==> src/design/toefq_cfg.svh <==
// constants for the timed output event fifo
`ifndef TOEFQ_CFG_SVH
`define TOEFQ_CFG_SVH
`define TOEFQ_CLK_PERIOD_NS 10
`define TOEFQ_US_NS         1000
`define TOEFQ_US_CYCLES     (`TOEFQ_US_NS / `TOEFQ_CLK_PERIOD_NS)
`define TOEFQ_SLOTS_SMALL   4'h5
`define TOEFQ_SLOTS_LARGE   4'hF
`define TOEFQ_QDEPTH        31
`define TOEFQ_OFF_PAT       2'h0
`define TOEFQ_OFF_SEQ       2'h1
`define TOEFQ_OFF_TIME_HI   2'h2
`define TOEFQ_OFF_TIME_LO   2'h3
`define TOEFQ_SEQ_END_BIT   6
`define TOEFQ_SEQ_RESET     6'h00
`define TOEFQ_ST_OK         2'h0
`define TOEFQ_ST_NOFOLLOW   2'h1
`define TOEFQ_ST_NONEW      2'h2
`define TOEFQ_ST_FULL       2'h3
`define TOEFQ_LAST_FIX      2'h1
`define TOEFQ_NEXT_FIX      2'h3
`endif

==> src/design/toefq_pkg.sv <==
// types for the timed output event fifo
package toefq_pkg;
    typedef enum logic [2:0] {
        TOEFQ_IDLE = 3'h1,
        TOEFQ_SCAN = 3'h2,
        TOEFQ_DONE = 3'h4
    } toefq_state_e;

    typedef struct packed {
        logic [3:0]  pat;
        logic        end_f;
        logic [5:0]  seq;
        logic [15:0] tim;
    } toefq_entry_s;
endpackage

==> src/design/toefq_top.sv <==
// timed output event fifo: image intake, sequence check, queue, release
// Notes on behaviour
// - output image holds 5 entries (20 bytes) or 15 entries (60 bytes).
// - queue holds at most 31 entries whatever the image size.
// - a full queue refuses further entries and does not store them.
// - status image: last sequence, next sequence, queue state, fill count.
// - status byte 0: last stored sequence, bit 6 one, bit 7 zero.
// - status byte 1: next sequence to execute, bits 6 and 7 one.
// - queue state codes: 0 stored, 1 bad sequence, 2 nothing new, 3 full.
// - while a queued entry has the end marker, queue state has 80h ored.
// - status byte 3 always shows the current queue fill count.
// - entry is pattern, sequence, 16-bit time, packed at 4-byte strides.
// - pattern bits 3..0 zero; bits 7,6,5,4 drive channels 0,1,2,3.
// - sequence runs 0..63 from 1; only the expected increment is accepted.
// - end marker bit 6 on a sequence makes all later entries of that image ignored.
// - 32-bit microsecond counter runs from power-on and wraps to zero.
// - entry time matches counter low word; pattern is applied then.
`timescale 1ns/100ps
`include "toefq_cfg.svh"
module toefq_top #(
    parameter int QDEPTH    = `TOEFQ_QDEPTH,
    parameter int US_CYCLES = `TOEFQ_US_CYCLES
) (
    // clock and reset
    input  wire logic       clk_sys_i,
    input  wire logic       rst_n_i,
    // configuration
    input  wire logic       cfg_wide_i,
    // output image write
    input  wire logic       img_we_i,
    input  wire logic [5:0] img_addr_i,
    input  wire logic [7:0] img_data_i,
    input  wire logic       img_commit_i,
    output logic            img_busy_o,
    // status image
    output logic [7:0]      stat_last_o,
    output logic [7:0]      stat_next_o,
    output logic [7:0]      stat_queue_o,
    output logic [7:0]      stat_fill_o,
    // channel outputs
    output logic [3:0]      do_o
);
    import toefq_pkg::*;

    localparam int PW = $clog2(QDEPTH);

    logic [7:0]          img_q [64];
    toefq_entry_s        mem_q [QDEPTH];
    toefq_state_e        state_q;
    logic [3:0]          slot_q;
    logic [5:0]          last_q;
    logic [1:0]          code_q;
    logic                acc_q;
    logic                bad_q;
    logic [PW-1:0]       wr_q;
    logic [PW-1:0]       rd_q;
    logic [5:0]          count_q;
    logic [5:0]          endc_q;
    logic [6:0]          pre_q;
    logic [31:0]         us_q;
    logic                tick;
    logic [7:0]          e_pat;
    logic [7:0]          e_seq;
    logic [15:0]         e_tim;
    logic [3:0]          nslots;
    logic                scan;
    logic                seq_ok;
    logic                full;
    logic                push;
    logic                pop;
    logic                last_slot;
    toefq_entry_s        head;
    toefq_entry_s        new_e;

    // image buffer: locked while a scan reads it
    always_ff @(posedge clk_sys_i) begin
        if (img_we_i && state_q == TOEFQ_IDLE) begin
            img_q[img_addr_i] <= img_data_i;
        end
    end

    assign nslots = cfg_wide_i ? `TOEFQ_SLOTS_LARGE
                               : `TOEFQ_SLOTS_SMALL;
    assign scan   = (state_q == TOEFQ_SCAN);
    assign e_pat  = img_q[{slot_q, `TOEFQ_OFF_PAT}];
    assign e_seq  = img_q[{slot_q, `TOEFQ_OFF_SEQ}];
    assign e_tim  = {img_q[{slot_q, `TOEFQ_OFF_TIME_HI}],
                     img_q[{slot_q, `TOEFQ_OFF_TIME_LO}]};
    assign seq_ok = (e_seq[5:0] == 6'(last_q + 6'h01));
    assign full   = (count_q == 6'(QDEPTH));
    assign push   = scan && seq_ok && !full;
    assign last_slot = (slot_q >= 4'(nslots - 4'h1));
    assign head   = mem_q[rd_q];
    assign pop    = (count_q != 6'h00)
                    && (us_q[15:0] == head.tim);
    // pattern bit 7 belongs to channel 0, bit 4 to channel 3
    assign new_e  = '{pat: {e_pat[4], e_pat[5], e_pat[6], e_pat[7]},
                      end_f: e_seq[`TOEFQ_SEQ_END_BIT],
                      seq: e_seq[5:0], tim: e_tim};

    // microsecond ticker from the system clock
    always_ff @(posedge clk_sys_i or negedge rst_n_i) begin
        if (!rst_n_i) begin
            pre_q <= 7'h00;
        end else if (tick) begin
            pre_q <= 7'h00;
        end else begin
            pre_q <= pre_q + 7'h01;
        end
    end
    assign tick = (pre_q == 7'(US_CYCLES - 1));

    // natural 32-bit wrap
    always_ff @(posedge clk_sys_i or negedge rst_n_i) begin
        if (!rst_n_i) begin
            us_q <= 32'h0000_0000;
        end else if (tick) begin
            us_q <= us_q + 32'h0000_0001;
        end
    end

    // scan sequencer: one image slot per cycle
    always_ff @(posedge clk_sys_i or negedge rst_n_i) begin
        if (!rst_n_i) begin
            state_q <= TOEFQ_IDLE;
            slot_q  <= 4'h0;
            acc_q   <= 1'b0;
            bad_q   <= 1'b0;
        end else begin
            unique case (state_q)
                TOEFQ_IDLE: begin
                    slot_q <= 4'h0;
                    acc_q  <= 1'b0;
                    bad_q  <= 1'b0;
                    if (img_commit_i) begin
                        state_q <= TOEFQ_SCAN;
                    end
                end
                TOEFQ_SCAN: begin
                    acc_q  <= acc_q | push;
                    bad_q  <= bad_q | !seq_ok;
                    slot_q <= slot_q + 4'h1;
                    // full-queue refusal ends the scan; end marker hides the rest
                    if ((seq_ok && full) || last_slot
                        || e_seq[`TOEFQ_SEQ_END_BIT]) begin
                        state_q <= TOEFQ_DONE;
                    end
                end
                TOEFQ_DONE: begin
                    state_q <= TOEFQ_IDLE;
                end
                default: begin
                    state_q <= TOEFQ_IDLE;
                end
            endcase
        end
    end

    // last accepted sequence
    always_ff @(posedge clk_sys_i or negedge rst_n_i) begin
        if (!rst_n_i) begin
            last_q <= `TOEFQ_SEQ_RESET;
        end else if (push) begin
            last_q <= e_seq[5:0];
        end
    end

    // queue state code
    always_ff @(posedge clk_sys_i or negedge rst_n_i) begin
        if (!rst_n_i) begin
            code_q <= `TOEFQ_ST_NONEW;
        end else if (scan && seq_ok && full) begin
            code_q <= `TOEFQ_ST_FULL;
        end else if (state_q == TOEFQ_DONE && code_q != `TOEFQ_ST_FULL)
        begin
            if (acc_q) begin
                code_q <= `TOEFQ_ST_OK;
            end else if (bad_q) begin
                code_q <= `TOEFQ_ST_NOFOLLOW;
            end else begin
                code_q <= `TOEFQ_ST_NONEW;
            end
        end else if (state_q == TOEFQ_IDLE && img_commit_i) begin
            code_q <= `TOEFQ_ST_NONEW;
        end else if (pop && count_q == 6'h01 && !scan) begin
            // drained: nothing follows the executed entry
            code_q <= `TOEFQ_ST_NOFOLLOW;
        end
    end

    // queue storage
    always_ff @(posedge clk_sys_i) begin
        if (push) begin
            mem_q[wr_q] <= new_e;
        end
    end

    // pointers wrap at the depth, which need not be a power of two
    always_ff @(posedge clk_sys_i or negedge rst_n_i) begin
        if (!rst_n_i) begin
            wr_q <= '0;
            rd_q <= '0;
        end else begin
            if (push) begin
                wr_q <= (wr_q == PW'(QDEPTH - 1)) ? '0 : wr_q + PW'(1);
            end
            if (pop) begin
                rd_q <= (rd_q == PW'(QDEPTH - 1)) ? '0 : rd_q + PW'(1);
            end
        end
    end

    // fill and end-marker counts
    always_ff @(posedge clk_sys_i or negedge rst_n_i) begin
        if (!rst_n_i) begin
            count_q <= 6'h00;
            endc_q  <= 6'h00;
        end else begin
            count_q <= count_q + 6'(push) - 6'(pop);
            endc_q  <= endc_q + 6'(push && new_e.end_f)
                       - 6'(pop && head.end_f);
        end
    end

    // channel outputs take the head pattern at its time
    always_ff @(posedge clk_sys_i or negedge rst_n_i) begin
        if (!rst_n_i) begin
            do_o <= 4'h0;
        end else if (pop) begin
            do_o <= head.pat;
        end
    end

    // status image, registered; next holds its value when empty
    always_ff @(posedge clk_sys_i or negedge rst_n_i) begin
        if (!rst_n_i) begin
            stat_last_o  <= {`TOEFQ_LAST_FIX, `TOEFQ_SEQ_RESET};
            stat_next_o  <= {`TOEFQ_NEXT_FIX, `TOEFQ_SEQ_RESET};
            stat_queue_o <= {6'h00, `TOEFQ_ST_NONEW};
            stat_fill_o  <= 8'h00;
            img_busy_o   <= 1'b0;
        end else begin
            stat_last_o  <= {`TOEFQ_LAST_FIX, last_q};
            if (count_q != 6'h00) begin
                stat_next_o <= {`TOEFQ_NEXT_FIX, head.seq};
            end
            stat_queue_o <= {endc_q != 6'h00, 5'h00, code_q};
            stat_fill_o  <= {2'h0, count_q};
            img_busy_o   <= (state_q != TOEFQ_IDLE) || img_commit_i;
        end
    end
endmodule

==> config.mk <==
export PLATFORM = sky130hd
export DESIGN_NAME = toefq_top
export DESIGN_NICKNAME = d
export VERILOG_FILES = /design/src/design/toefq_pkg.sv /design/src/design/toefq_top.sv
export VERILOG_INCLUDE_DIRS = /design/src /design/src/design
export SDC_FILE = /design/constraint.sdc
export NUM_CORES = 1
export LEC_CHECK = 0
export CAP_MARGIN = 20
export CORE_MARGIN = 3
export CORE_UTILIZATION = 63
export CTS_CLUSTER_SIZE = 20
export DETAILED_ROUTE_END_ITERATION = 8
export DONT_BUFFER_PORTS = 1
export GPL_TIMING_DRIVEN = 0
export PLACE_DENSITY_LB_ADDON = 0.1
export SLEW_MARGIN = 5
export SYNTH_ARGS = -nofsm -noshare
export SYNTH_HDL_FRONTEND = slang
export SYNTH_SLANG_ARGS = --single-unit
==> constraint.sdc <==
create_clock -name clk_sys_i -period 5.5 [get_ports clk_sys_i]
set_input_delay 0 -clock clk_sys_i [delete_from_list [all_inputs] [get_ports clk_sys_i]]
set_output_delay 0 -clock clk_sys_i [all_outputs]
set_load 0.01 [all_outputs]
==> metrics list <==
* End point of the worst hold path: img_q[60][5]$_DFFE_PP_
- Along the worst hold path, the cell count comes to 4.
- Worst-Skew Late Latency: 0.72 ns
- Area share of the leading cell type in the synthesized netlist: 0.716
* Worst r2r dst: endc_q[5]$_DFF_PN0_
* Final clock skew: 0.0279 ns
- The synthesized design contains 1,269 enable-type register cells.
* Final routed wirelength across all metal layers: 129,000 um
* Final setup viols: 0
- At the end of routability-driven placement, the weighted congestion stood at 0.896.
* Number of synthesized register bits: 1,357
- Reg-to-reg critical path startpoint: rd_q[1]$_DFFE_PN0P_
* Fraction of power spent switching nets: 0.229
- For this run, the detailed router's first-pass iteration total came to 6.
* Die extent in x: 297 um
* Ratio of cells with drive above 1 in the final layout: 0.242
- First-iteration detailed-routing DRC count: 3,608
- Global-route wire length before repair: 187,000 um
* Total met2 wirelength after detailed routing: 63,200 um
- Crit Path Category: reg -> reg
- Number of remaining DRC errors: 0
* Remaining global-route overflow: 0
* Number of vias in the routed layout: 27,100
- Clock sink total: 1,357
- Summed over all nets, wire length on met3 after detailed routing comes to 11,800 um.
- With fillers left out, the area of the finished cells amounts to 60,500 um2.
- Number of unique standard cell types used by synthesis: 76
- For this design the ratio of total power to cell area is 380 nW/um2.
- Counting I/O delays and the setup requirement, the final critical path takes 5.31 ns.
- The share of total power dissipated in the clock network is 0.378.
* Net load switching power: 5.27 mW
- After detailed routing, the number of vias per cell comes to 6.72.
* Buffers on Ports: 0
* Count of maximum capacitance violations: 0
* Cell count after synthesis: 2,586
- TritonCTS built the clock tree.
- In this run the register-to-register setup slack is 0.19 ns.
- Overall die height: 297 um
* Tcrit/Tclk final: 0.966
* Cell type with the largest total area after synthesis: edfxtp_1
* Worst Hold Slack: 0.100 ns
* Largest net degree at the start of global routing: 86
- Based on the critical path, the design can be clocked at up to 188 MHz.
* Crit path launch type: register
* Headroom to the max-slew limit: 0.296
- At the pin with the least slew margin, the transition time is 1.06 ns.
- Placement Setup Slack: -0.564 ns
- Worst min-delay path class: in -> reg
* Hold Violations, Final: 0
* Endpoint kind of the worst setup timing path: register
- Worst VDD drop: 0.320 mV
- The highest layer touched by signal routing is met4.
- In the synthesized netlist the dominant register cell turns out to be edfxtp_1.
- Once detail routing completed, the nets flagged for antenna violations numbered 0.
* Crit path max fanout: 10
- Share of total power in sequential cells: 0.526
- CTS Buffer Depth: 3
- Number of warning messages in the yosys log: 0
- Design internal power: 17.7 mW
* DR WL/cell: 31.9 um
- Async set-or-reset flop fraction in the synthesized netlist: 0.0648
* Cell count of the worst reg-to-reg path: 20
- I/O pin cnt: 56
* Core region area: 82,900 um2
- Gr usage total: 0.303
- The via count of the first global-routing pass was 27,300.
* Post-synthesis instance area: 53,200 um2
- In the final design database the tool counted 2,852 nets.
- For this configuration, the core starts out at a cell density of 0.642.
* Min-Delay Startpoint: img_we_i
* TritonCTS buffer count: 135
- At the worst endpoint, the required time is 6.14 ns.
- CTS built an H-tree with a depth of 4.
* Post-CTS clock slew at the launch and capture registers of the worst setup and hold paths: 0.06 ns
* Initial antenna violation count: 2
* Logic pwr share: 0.095
- Setup slack on the critical path of the routed design comes to 0.187 ns.
- The floorplan has 105 rows.
- Post-route met1 wirelength: 48,900 um
- The run finished with clean final reports.
- Once detailed placement completed, the half-perimeter wirelength came to 81,000 um.
* Register area share after synthesis: 0.757
- Once placement finished, the instance area stood at 55,700 um2.
* Top area cells in the synthesized netlist: edfxtp_1 (72%), mux4_2 (13%), dfrtp_1 (4.0%)
- Full die area: 88,000 um2
* Max-slew violations: 0
- In this run the mean area of a mapped cell was 20.6 um2.
* Cell leakage power: 19.0 nW
- Relative to the synthesized area, the layout overhead comes to 13.6%.
- Clk root buf: clkbuf_16
- Crit path DAT: 5.95 ns
## routing by layer
layer | GRT usage | vias up
met5 | 0 | -
met4 | 0.106 | 0
met3 | 0.0541 | 282
met2 | 0.487 | 1533
met1 | 0.428 | 14200
li1 | - | 11000
## what timing repair did
item,CTS,global route
gates resized for setup,17,25
hold endpoints to repair,590,0
pin swaps,1,2
endpoints found under the setup margin,393,243
buffers inserted,1,2
hold buffers,28,0
## cells by family after synthesis
family,share of synthesized area
multiplexers,0.152
AO/OA/AOI/OAI,0.0274
XOR/XNOR,0.00733
other,0.000141
adder cells (fa/ha/maj),0.00757
flip-flops,0.757
AND/OR/NAND/NOR,0.0318
buffers and inverters,0.0163
## state kept, by name, summed over array words and instances, names as in the netlist, 3 cells and up
register / count
us_q: 16
mem_q: 837
slot_q: 4
endc_q: 6
rd_q: 5
pre_q: 7
stat_fill_o: 6
state_q: 3
wr_q: 5
img_q: 432
count_q: 6
last_q: 6
stat_next_o: 6
stat_queue_o: 3
do_o: 4
stat_last_o: 6
## power by group through the flow
| stage | logic, mW | clock network [mW] | registers, mW |
|---|---|---|---|
| floorplan | 1.41 | 0 | 12.3 |
| global placement | 1.94 | 0 | 12.3 |
| CTS | 2.17 | 8.75 | 12.1 |
| detailed placement | 2.05 | 0 | 12.3 |
| finish | 2.19 | 8.69 | 12.1 |
| global route | 2.37 | 9.18 | 12.1 |
## cell usage in the layout, fill, tap and decap left out, types with 29 or more instances in the layout
| master | n |
|---|---|
| clkbuf_1 | 69 |
| mux2i_1 | 112 |
| dfrtp_1 | 85 |
| nor2_1 | 101 |
| buf_4 | 29 |
| o21ai_0 | 39 |
| nand2_1 | 81 |
| clkbuf_16 | 141 |
| ha_1 | 29 |
| nor2_4 | 30 |
| mux4_2 | 297 |
| buf_2 | 30 |
| edfxtp_1 | 1269 |
## area by class of cell
cell class                      instances  area, um2
Antenna cell                            1       2.50
Fill cell                            4713      22400
Buffer                                139        818
Inverter                               26       97.6
Tap cell                             1123       1410
Sequential cell                      1357      40300
Multi-Input combinational cell       1072      12400
Clock buffer                          177       3690
Timing Repair Buffer                   71       1310
Clock inverter                         67        478
## worst max-delay path by stage
| stage | from | endpoint | slack (ns) | depth (start not counted) |
|---|---|---|---|---|
| final | rd_q[1]$_DFFE_PN0P_ | endc_q[5]$_DFF_PN0_ | 0.19 | 20 |
| after global routing | slot_q[0]$_DFFE_PN0N_ | endc_q[4]$_DFF_PN0_ | -0.004 | 19 |
| after CTS | slot_q[2]$_DFFE_PN0N_ | endc_q[4]$_DFF_PN0_ | 0.05 | 17 |
| after detailed placement | rd_q[3]$_DFFE_PN0P_ | endc_q[5]$_DFF_PN0_ | -0.56 | 19 |
| after global placement | slot_q[1]$_DFFE_PN0N_ | mem_q[2][9]$_DFFE_PP_ | -2.40 | 11 |
| after floorplan | slot_q[0]$_DFFE_PN0N_ | mem_q[23][0]$_DFFE_PP_ | 0.85 | 12 |
## per-stage QoR
stage / TNS [ns] / std cells / power, mW / util
2_1_floorplan: 0 / 2595 / 13.7 / -
3_3_place_gp: -1588.49 / 3718 / 14.2 / 0.660
3_5_place_dp: -37.46 / 3757 / 14.4 / 0.672
4_1_cts: 0 / 4030 / 23.0 / 0.728
5_1_grt: -0.00351 / 4032 / 23.6 / 0.729
6_report: 0 / 4033 / 23.0 / 0.729
## synth_stat cells (6+ instances only)
library cell	instances
ha_1	29
nand2_1	85
xnor2_1	27
and3_1	7
nor4_1	7
a22o_1	10
nor2b_1	17
o21ai_0	39
a221oi_1	13
clkbuf_1	45
nor3_1	13
buf_1	22
buf_4	27
a31oi_1	11
nand2b_1	8
a211oi_1	15
buf_2	34
inv_1	26
mux2_2	19
nand4_1	10
nand3_1	27
mux4_2	297
edfxtp_1	1269
dfrtp_1	85
buf_6	10
o221ai_1	15
a21oi_1	26
nor2_1	132
mux2i_1	112
xor2_1	15
nand3b_1	6
a22oi_1	26
and2_1	6
## critical path, cell delays in order (launching register included)
cell	delay, ns
dfrtp_1	0.39
clkbuf_2	0.29
buf_4	0.34
inv_1	0.17
clkbuf_2	0.37
a211oi_1	0.38
a21oi_1	0.15
and4_1	0.22
nor4_1	0.33
nand4_2	0.28
nor3_4	0.30
buf_6	0.24
a21boi_2	0.35
ha_1	0.22
inv_1	0.07
ha_1	0.28
a21o_1	0.16
a21oi_1	0.25
o21bai_1	0.09
a21oi_1	0.17
xor2_1	0.16
Note: power is estimated with default switching activity, not from simulation.
